==> src/ptd_defs.svh <==
/*
 * Register offsets, field positions, reset values and timing counts for the PHY test and
 * diagnostic control register group.
 * Assumes it is included by its bare name from the design modules.
 */
`ifndef PTD_DEFS_SVH
`define PTD_DEFS_SVH

// ****************************************************************************
// Register offsets on the six-bit management register address.
// ****************************************************************************
`define PTD_OFS_TEN_MEG     5'h1A
`define PTD_OFS_BIST_CNT    5'h1B
`define PTD_OFS_BIST_LEN    5'h1C
`define PTD_OFS_CABLE_DIAG  5'h1E
`define PTD_OFS_PHY_RESET   5'h1F
`define PTD_OFS_MLED        6'h25

// ****************************************************************************
// Field positions.
// ****************************************************************************
`define PTD_BIT_POLARITY    4
`define PTD_BIT_JABBER      0
`define PTD_BIT_CNT_LOCK    15
`define PTD_BIT_DIAG_START  15
`define PTD_BIT_RESCAL      14
`define PTD_BIT_DIAG_DONE   1
`define PTD_BIT_DIAG_FAIL   0
`define PTD_BIT_HARD_RST    15
`define PTD_BIT_SOFT_RST    14
`define PTD_BIT_MLED_SWAP   9
`define PTD_MSK_MLED_CFG    16'h0079

// ****************************************************************************
// Reset values and timing.
// ****************************************************************************
`define PTD_RST_GAP         8'h7D
`define PTD_RST_LEN         11'h5EE
`define PTD_RST_MLED        16'h0041
`define PTD_GAP_SCALE       4
`define PTD_CNT_MAX         8'hFF
`define PTD_PULSE_NS        20
`define PTD_CLK_NS          10
`define PTD_PULSE_CYC       ((`PTD_PULSE_NS + `PTD_CLK_NS - 1) / `PTD_CLK_NS)
`define PTD_STRAP_WAIT      4

`endif

==> src/ptd_pkg.sv <==
/*
 * Types shared by the PHY test and diagnostic control registers.
 * Assumes the management access is a simple read and write strobe with address.
 */
package ptd_pkg;
   typedef logic [15:0] ptd_word_t;
   typedef logic [5:0]  ptd_addr_t;
   typedef enum logic [1:0] {
      PTD_RST_IDLE  = 2'b00,
      PTD_RST_PULSE = 2'b01
   } ptd_rst_state_e;
endpackage

==> src/ptd_sync3.sv <==
/*
 * Three flop synchroniser with agreement filter for one pin level.
 * Assumes the input is asynchronous to clk_sys_in.
 */
`include "ptd_defs.svh"
module ptd_sync3 (
   input  wire logic clk_sys_in,
   input  wire logic rst_in,
   input  wire logic pin_in,
   output logic      level_out
);
   logic [2:0] stage;
   logic [2:0] next_stage;
   logic       next_level;

   always_comb begin
      next_stage = {stage[1:0], pin_in};
      next_level = (stage[2] == stage[1]) ? stage[2] : level_out;
   end

   always_ff @(posedge clk_sys_in or posedge rst_in) begin
      if (rst_in) begin
         stage     <= 3'h0;
         level_out <= 1'b0;
      end else begin
         stage     <= next_stage;
         level_out <= next_level;
      end
   end
endmodule

==> src/ptd_regs.sv <==
/*
 * Management registers for polarity status, jabber control, packet generator setup,
 * PRBS error count, cable diagnostics, software resets and LED polarity.
 * Assumes the management serial engine presents one-cycle read and write strobes with a
 * six-bit register address on clk_sys_in, and that the diagnostic engine, BIST datapath
 * and LED logic outside drive the event inputs synchronously.
 */
//
// Function
// - Polarity bit mirrors status, cleared by reading here
// - Polarity one means inverted, zero correct
// - Jabber disable bit, effective only at 10M
// - Upper byte holds latched errored byte count
// - Write one bit15 latches count, clears counter
// - Gap field times four bytes, reset 0x7D
// - Packet length eleven bits, reset 0x5EE
// - Diagnostic start clears itself when done
// - Done bit set when measurement completes
// - Fail bit set when measurement fails
// - Writing bit14 starts resistor calibration
// - Bit15 self-clearing full PHY hard reset
// - Bit14 self-clearing restart, registers kept
// - LED polarity from collision strap, bit9 swaps
`include "ptd_defs.svh"
module ptd_regs (
   input  wire logic              clk_sys_in,
   input  wire logic              rst_in,
   input  wire logic              wr_strobe_in,
   input  wire logic              rd_strobe_in,
   input  wire ptd_pkg::ptd_addr_t addr_in,
   input  wire ptd_pkg::ptd_word_t wr_data_in,
   output ptd_pkg::ptd_word_t      rd_data_out,
   input  wire logic              polarity_inverted_in,
   input  wire logic              phy_status_rd_in,
   input  wire logic              speed_10m_in,
   input  wire logic              prbs_byte_err_in,
   input  wire logic              cnt_stop_mode_in,
   input  wire logic              diag_done_in,
   input  wire logic              diag_fail_in,
   input  wire logic              col_strap_pin_in,
   output logic                   polarity_status_out,
   output logic                   jabber_disable_out,
   output logic [9:0]             selftest_gap_bytes_out,
   output logic [10:0]            selftest_frame_bytes_out,
   output logic                   diag_start_out,
   output logic                   rescal_start_out,
   output logic                   hard_reset_out,
   output logic                   soft_restart_out,
   output logic                   mled_active_low_out,
   output logic [3:0]             mled_config_out,
   output logic                   mled_route_out
);
   // ************************************************************************
   // Decode.
   // ************************************************************************
   logic wr_ten;
   logic wr_cnt;
   logic wr_len;
   logic wr_diag;
   logic wr_rst;
   logic wr_mled;
   logic rd_ten;
   assign wr_ten  = wr_strobe_in && (addr_in == {1'b0, `PTD_OFS_TEN_MEG});
   assign wr_cnt  = wr_strobe_in && (addr_in == {1'b0, `PTD_OFS_BIST_CNT});
   assign wr_len  = wr_strobe_in && (addr_in == {1'b0, `PTD_OFS_BIST_LEN});
   assign wr_diag = wr_strobe_in && (addr_in == {1'b0, `PTD_OFS_CABLE_DIAG});
   assign wr_rst  = wr_strobe_in && (addr_in == {1'b0, `PTD_OFS_PHY_RESET});
   assign wr_mled = wr_strobe_in && (addr_in == `PTD_OFS_MLED);
   assign rd_ten  = rd_strobe_in && (addr_in == {1'b0, `PTD_OFS_TEN_MEG});

   // ************************************************************************
   // Strap capture.
   // ************************************************************************
   logic col_level;
   logic strap_taken, next_strap_taken;
   logic strap_high, next_strap_high;

   // The strap is taken once after reset, so a pin that moves later changes nothing.
   ptd_sync3 u_col_sync (
      .clk_sys_in (clk_sys_in),
      .rst_in     (rst_in),
      .pin_in     (col_strap_pin_in),
      .level_out  (col_level)
   );

   // ************************************************************************
   // Register state.
   // ************************************************************************
   logic        polarity, next_polarity;
   logic        jabber, next_jabber;
   logic [7:0]  err_run, next_err_run;
   logic [7:0]  err_held, next_err_held;
   logic [7:0]  gap, next_gap;
   logic [10:0] frame_len, next_frame_len;
   logic        diag_start, next_diag_start;
   logic        rescal, next_rescal;
   logic        diag_done, next_diag_done;
   logic        diag_fail, next_diag_fail;
   logic        mled_swap, next_mled_swap;
   logic [3:0]  mled_cfg, next_mled_cfg;
   logic        mled_route, next_mled_route;
   logic        hard_rst, next_hard_rst;
   logic        soft_rst, next_soft_rst;
   logic [3:0]  pulse_cnt, next_pulse_cnt;
   logic [2:0]  strap_wait, next_strap_wait;
   ptd_pkg::ptd_rst_state_e rst_state, next_rst_state;
   ptd_pkg::ptd_word_t next_rd_data;

   localparam logic [3:0]  PULSE_CYC  = 4'(`PTD_PULSE_CYC);
   localparam logic [2:0]  STRAP_WAIT = 3'(`PTD_STRAP_WAIT);
   localparam logic [15:0] MLED_RST   = `PTD_RST_MLED;

   always_comb begin
      next_strap_wait  = strap_taken ? strap_wait : strap_wait + 3'h1;
      // The filtered level needs a few edges after reset before it can be trusted.
      next_strap_taken = strap_taken || (strap_wait == STRAP_WAIT);
      next_strap_high  = strap_taken ? strap_high : col_level;
      // A new inverted detection in the clearing read cycle survives the clear.
      next_polarity = polarity_inverted_in ? 1'b1 : (rd_ten ? 1'b0 : polarity);
      next_jabber   = wr_ten ? wr_data_in[`PTD_BIT_JABBER] : jabber;
      next_err_run  = err_run;
      next_err_held = err_held;
      if (prbs_byte_err_in) begin
         if (!(cnt_stop_mode_in && (err_run == `PTD_CNT_MAX))) begin
            next_err_run = err_run + 8'h01;
         end
      end
      // The clear acts at the write edge, so an error in that cycle is the first new count.
      if (wr_cnt && wr_data_in[`PTD_BIT_CNT_LOCK]) begin
         next_err_held = err_run;
         next_err_run  = prbs_byte_err_in ? 8'h01 : 8'h00;
      end
      next_gap       = wr_cnt ? wr_data_in[7:0] : gap;
      next_frame_len = wr_len ? wr_data_in[10:0] : frame_len;
      next_diag_start = diag_start;
      next_rescal     = rescal;
      next_diag_done  = diag_done;
      next_diag_fail  = diag_fail;
      if (wr_diag) begin
         next_diag_start = wr_data_in[`PTD_BIT_DIAG_START];
         next_rescal     = wr_data_in[`PTD_BIT_RESCAL];
         if (wr_data_in[`PTD_BIT_DIAG_START]) begin
            next_diag_done = 1'b0;
            next_diag_fail = 1'b0;
         end
      end
      if (diag_done_in) begin
         next_diag_done  = 1'b1;
         next_diag_start = 1'b0;
      end
      if (diag_fail_in) begin
         next_diag_fail = 1'b1;
      end
      next_mled_swap  = wr_mled ? wr_data_in[`PTD_BIT_MLED_SWAP] : mled_swap;
      next_mled_cfg   = wr_mled ? wr_data_in[6:3] : mled_cfg;
      next_mled_route = wr_mled ? wr_data_in[0] : mled_route;

      // The software hard reset holds every register except the read data, the strap level and the reset control at its reset value while the pulse stands.
      // Writes that land during the pulse are lost, as they would be under the reset pin.
      if (hard_rst) begin
         next_strap_taken = 1'b0;
         next_strap_wait  = 3'h0;
         next_polarity    = 1'b0;
         next_jabber      = 1'b0;
         next_err_run     = 8'h00;
         next_err_held    = 8'h00;
         next_gap         = `PTD_RST_GAP;
         next_frame_len   = `PTD_RST_LEN;
         next_diag_start  = 1'b0;
         next_rescal      = 1'b0;
         next_diag_done   = 1'b0;
         next_diag_fail   = 1'b0;
         next_mled_swap   = MLED_RST[`PTD_BIT_MLED_SWAP];
         next_mled_cfg    = MLED_RST[6:3];
         next_mled_route  = MLED_RST[0];
      end
      // Self-clearing reset pulses are held a few cycles so slow blocks see them.
      next_rst_state = rst_state;
      next_pulse_cnt = pulse_cnt;
      next_hard_rst  = hard_rst;
      next_soft_rst  = soft_rst;
      case (rst_state)
         ptd_pkg::PTD_RST_IDLE: begin
            if (wr_rst && (wr_data_in[`PTD_BIT_HARD_RST] || wr_data_in[`PTD_BIT_SOFT_RST])) begin
               next_hard_rst  = wr_data_in[`PTD_BIT_HARD_RST];
               next_soft_rst  = wr_data_in[`PTD_BIT_SOFT_RST];
               next_pulse_cnt = PULSE_CYC;
               next_rst_state = ptd_pkg::PTD_RST_PULSE;
            end
         end
         ptd_pkg::PTD_RST_PULSE: begin
            next_pulse_cnt = pulse_cnt - 4'h1;
            if (pulse_cnt == 4'h1) begin
               next_hard_rst  = 1'b0;
               next_soft_rst  = 1'b0;
               next_rst_state = ptd_pkg::PTD_RST_IDLE;
            end
         end
         default: begin
            next_rst_state = ptd_pkg::PTD_RST_IDLE;
         end
      endcase
      // Read data is held between reads so a slow host may fetch it late.
      next_rd_data = 16'h0000;
      if (rd_strobe_in) begin
         case (addr_in)
            {1'b0, `PTD_OFS_TEN_MEG}:    next_rd_data = {11'h000, polarity, 3'h0, jabber};
            {1'b0, `PTD_OFS_BIST_CNT}:   next_rd_data = {err_held, gap};
            {1'b0, `PTD_OFS_BIST_LEN}:   next_rd_data = {5'h00, frame_len};
            {1'b0, `PTD_OFS_CABLE_DIAG}: next_rd_data = {diag_start, rescal, 12'h000, diag_done, diag_fail};
            {1'b0, `PTD_OFS_PHY_RESET}:  next_rd_data = {hard_rst, soft_rst, 14'h0000};
            `PTD_OFS_MLED:               next_rd_data = {6'h00, mled_swap, 2'h0, mled_cfg, 2'h0, mled_route};
            default:                     next_rd_data = 16'h0000;
         endcase
      end else begin
         next_rd_data = rd_data_out;
      end
   end

   always_ff @(posedge clk_sys_in or posedge rst_in) begin
      if (rst_in) begin
         strap_taken <= 1'b0;
         strap_wait  <= 3'h0;
         strap_high  <= 1'b0;
         polarity    <= 1'b0;
         jabber      <= 1'b0;
         err_run     <= 8'h00;
         err_held    <= 8'h00;
         gap         <= `PTD_RST_GAP;
         frame_len   <= `PTD_RST_LEN;
         diag_start  <= 1'b0;
         rescal      <= 1'b0;
         diag_done   <= 1'b0;
         diag_fail   <= 1'b0;
         mled_swap   <= MLED_RST[`PTD_BIT_MLED_SWAP];
         mled_cfg    <= MLED_RST[6:3];
         mled_route  <= MLED_RST[0];
         hard_rst    <= 1'b0;
         soft_rst    <= 1'b0;
         pulse_cnt   <= 4'h0;
         rst_state   <= ptd_pkg::PTD_RST_IDLE;
         rd_data_out <= 16'h0000;
      end else begin
         strap_taken <= next_strap_taken;
         strap_wait  <= next_strap_wait;
         strap_high  <= next_strap_high;
         polarity    <= next_polarity;
         jabber      <= next_jabber;
         err_run     <= next_err_run;
         err_held    <= next_err_held;
         gap         <= next_gap;
         frame_len   <= next_frame_len;
         diag_start  <= next_diag_start;
         rescal      <= next_rescal;
         diag_done   <= next_diag_done;
         diag_fail   <= next_diag_fail;
         mled_swap   <= next_mled_swap;
         mled_cfg    <= next_mled_cfg;
         mled_route  <= next_mled_route;
         hard_rst    <= next_hard_rst;
         soft_rst    <= next_soft_rst;
         pulse_cnt   <= next_pulse_cnt;
         rst_state   <= next_rst_state;
         rd_data_out <= next_rd_data;
      end
   end

   // ************************************************************************
   // Output registers.
   // ************************************************************************
   always_ff @(posedge clk_sys_in or posedge rst_in) begin
      if (rst_in) begin
         polarity_status_out      <= 1'b0;
         jabber_disable_out       <= 1'b0;
         selftest_gap_bytes_out   <= {`PTD_RST_GAP, 2'b00};
         selftest_frame_bytes_out <= `PTD_RST_LEN;
         diag_start_out           <= 1'b0;
         rescal_start_out         <= 1'b0;
         hard_reset_out           <= 1'b0;
         soft_restart_out         <= 1'b0;
         mled_active_low_out      <= 1'b0;
         mled_config_out          <= MLED_RST[6:3];
         mled_route_out           <= MLED_RST[0];
      end else begin
         polarity_status_out      <= polarity;
         // The disable only matters at 10M, so it is gated here for the jabber timer.
         jabber_disable_out       <= jabber && speed_10m_in;
         selftest_gap_bytes_out   <= {gap, 2'b00};
         selftest_frame_bytes_out <= frame_len;
         diag_start_out           <= diag_start;
         rescal_start_out         <= rescal;
         hard_reset_out           <= hard_rst;
         soft_restart_out         <= soft_rst;
         mled_active_low_out      <= strap_high ^ mled_swap;
         mled_config_out          <= mled_cfg;
         mled_route_out           <= mled_route;
      end
   end
endmodule

==> config.mk <==
export PLATFORM = sky130hd
export DESIGN_NAME = ptd_regs
export DESIGN_NICKNAME = d
export VERILOG_FILES = /design/src/ptd_pkg.sv /design/src/ptd_sync3.sv /design/src/ptd_regs.sv
export VERILOG_INCLUDE_DIRS = /design/src
export SDC_FILE = /design/constraint.sdc
export NUM_CORES = 1
export LEC_CHECK = 0
export BUFFER_PORTS_ARGS = -buffer_cell sky130_fd_sc_hd__clkbuf_2
export CORE_MARGIN = 1
export CORE_UTILIZATION = 45
export DETAILED_ROUTE_END_ITERATION = 8
export PLACE_DENSITY = 0.65
export SYNTH_ARGS = -nofsm -noshare
export SYNTH_HDL_FRONTEND = slang
export SYNTH_SLANG_ARGS = --single-unit
==> constraint.sdc <==
create_clock -name clk_sys_in -period 4.1 [get_ports clk_sys_in]
set_input_delay 0 -clock clk_sys_in [delete_from_list [all_inputs] [get_ports clk_sys_in]]
set_output_delay 0 -clock clk_sys_in [all_outputs]
set_load 0.02 [all_outputs]
==> flow_summary.toml <==
[sta]
whs_ns = 0.107
hold_viol_final = 0
fin_tns_setup_ns = 0
finalCritPeriodShare_pct = 44.8
finClkSkew_ns = 0.00996
setup_viol = 0
slew_headroom_pct = 26.7
setup_ws_ns = 2.26
rsz0062_at_grt = "no"
min_period_ns = 1.84
report.final.slew_viol_count = 0
fmaxAchievable_ghz = 0.544
worst_slew_pin_slew_ns = 1.09

[floorplan]
rows = 36
die_area_sq_um = 10600
io-pin-count = 83
core_region_area_sq_um = 9820
die_w_microns = 103
die_h_microns = 103
start_util_pct = 46.6

[placed_design]
dp.cells = 590
dp_hpwl_microns = 6320
port_buffers = 76
gp_congestion = 0.775
pre_cts_ws_ns = 2.15

[detailed_routing]
vias = 3330
totalWireLength_microns = 9690
first_iter_violations = 226
vias_per_cell = 5.31
first_pass_iters = 6
route.detailed.drc = 0
wire_per_inst_microns = 15.5
postRouteAntennaNets = 0

[layout]
nNetsFinal = 528
final_layout_size_suffix_gt1_share_pct = 27.1
num_antenna_cells = 0
stdcell_count = 627
area_growth_pct = 18.0

[synthesis]
synth_largest_area_cell = "dfrtp_1"
yosysWarnings = 0
synth_seq_area_share_pct = 61.0
postSynth.asyncResetShare_pct = 100
yosys_most_used_dff = "dfrtp_1"
avgSynthCellArea_sq_um = 11.3
syn-instance-count = 405
synth_edf_count = 0
synth_area_leaders = "dfrtp_1, dfstp_2, nand3_1"
yosys-top-cells-count = "dfrtp_1, nand3_1, nor2_1"
yosysMostFrequentCell = "dfrtp_1"
synth_top_area_share_pct = 42.7
synth-seq-cells = 110
ys_types = 54
synth_area_sq_um = 4580

[clock_network]
cts_tree = "built"
cts-htree-levels = 3
postCtsSetupRepairBufs = 0
cts_made_buffers = 9
cts.repair.resized = 0
insertion_delay_ns = 0.37
root_buffer = "clkbuf_8"
cts.clk_slew.worst_paths_ns = 0.11
clock_sinks = 110
cts_hold_buf = 21
cts_buffer_depth = 2

[grt]
grt_usage_pct = 19.9
grt_pass1_vias = 3150
grt_antenna_before_repair = 0
grt_pass1_wl_microns = 15900
grt_max_degree = 75
overflow = 0

[worst_setup_path]
end_kind = "flip-flop"
cp.arrival_ns = 2.09
path_class = "flip-flop to flip-flop"
cp-start-kind = "flip-flop"
crit_path_max_fanout = 7
cp.required_ns = 4.35

[worst_hold_path]
worst_hold_path_type = "input pin to flip-flop"

[power]
p_seq_share_pct = 55.8
p_leak_nw = 2.42
p_comb_share_pct = 16.9
clock_power_share_pct = 27.3
pwr_density_cell_nw_per_um2 = 410
ir_worst_vdd_mv = 0.252
p_sw_share_pct = 30.1
p_int_w = 0.00155
p_sw_w = 0.000666

[run_status]
outcome = "finished, final reports clean"

[flow_run]
drv_cap = 0
[flip-flops by register name, summed over array words and instances (netlist names), 8 cells and up]
register and flops:
selftest_gap_bytes_out 8, err_held 8, frame_len 11, err_run 8
gap 8, selftest_frame_bytes_out 11, rd_data_out 16
[metrics by stage]
| stage | util, % | total power (W) | instance area (sq um) |
|---|---|---|---|
| floorplan | - | 0.00150 | 4580 |
| global placement | 51.0 | 0.00160 | 5010 |
| detailed placement | 51.0 | 0.00162 | 5010 |
| CTS | 55.0 | 0.00224 | 5400 |
| global route | 55.0 | 0.00234 | 5400 |
| finish | 55.0 | 0.00221 | 5400 |
[cells by family after synthesis]
family	synth area share (%)
flops	61.0
buf+inv	3.91
compound gates	8.75
fa+ha+maj	1.59
mux	3.80
xor+xnor	1.34
simple gates	19.5
other cells	0.0820
[final timing paths]
| path | start | endpoint | slack, ns | cells after the start |
|---|---|---|---|---|
| setup / recovery | err_run[0] | err_run[7] | 2.26 | 5 |
| hold / removal | addr_in[4] | mled_route | 0.11 | 4 |
| setup reg to reg | err_run[0] | err_run[7] | 2.26 | 5 |
| hold reg to reg | u_col_sync.stage[0] | u_col_sync.stage[1] | 0.37 | 0 |
| max in group asynchronous | rst_in | selftest_frame_bytes_out[1] | 2.73 | 4 |
| min in group asynchronous | rst_in | polarity | 0.36 | 3 |
[power groups by stage]
stage / Sequential [W] / Clock, W / Combinational [W]
2_1_floorplan: 0.00127 / 0 / 0.000232
3_3_place_gp: 0.00125 / 0 / 0.000351
3_5_place_dp: 0.00126 / 0 / 0.000364
4_1_cts: 0.00124 / 0.000624 / 0.000380
5_1_grt: 0.00125 / 0.000671 / 0.000422
6_report: 0.00124 / 0.000604 / 0.000374
[final cells by class]
type | instances | area (sq um)
sequential | 110 | 2790
fill | 893 | 4420
tap | 133 | 166
clock buffer | 10 | 128
timing repair buffer | 99 | 606
inverter | 12 | 47.5
multi-input combinational | 257 | 1610
clock inverter | 6 | 53.8
[worst max-delay path, cell delays in order, from the launching register on]
cell       delay [ns]
dfrtp_1          0.46
ha_1             0.33
and4_1           0.27
a2111oi_1        0.45
xnor2_1          0.17
nor2_1           0.05
[layout by cell type (no fill, tap or decap), drive strengths merged, types with 3 or more instances in the layout]
cell type	instances
nand3	39
mux2	3
xor2	3
nor2	38
dfrtp	78
dfstp	32
nand4b	3
nor4	3
and2	3
a311oi	6
a31oi	3
a22oi	9
dlygate4sd3	21
ha	5
mux2i	14
clkbuf	86
xnor2	4
nand2	36
clkinv	3
o21ai	8
inv	14
nor3	5
nand3b	18
a32oi	4
a21oi	22
[layer usage]
metal	track usage, %	vias up	share of wire, %
met5	0	-	0
met4	6.18	0	0.76
met3	4.41	8	6.6
met2	30.7	109	47
met1	28.3	1619	46
li1	-	1594	-
Power figures use the tool's default switching activity.
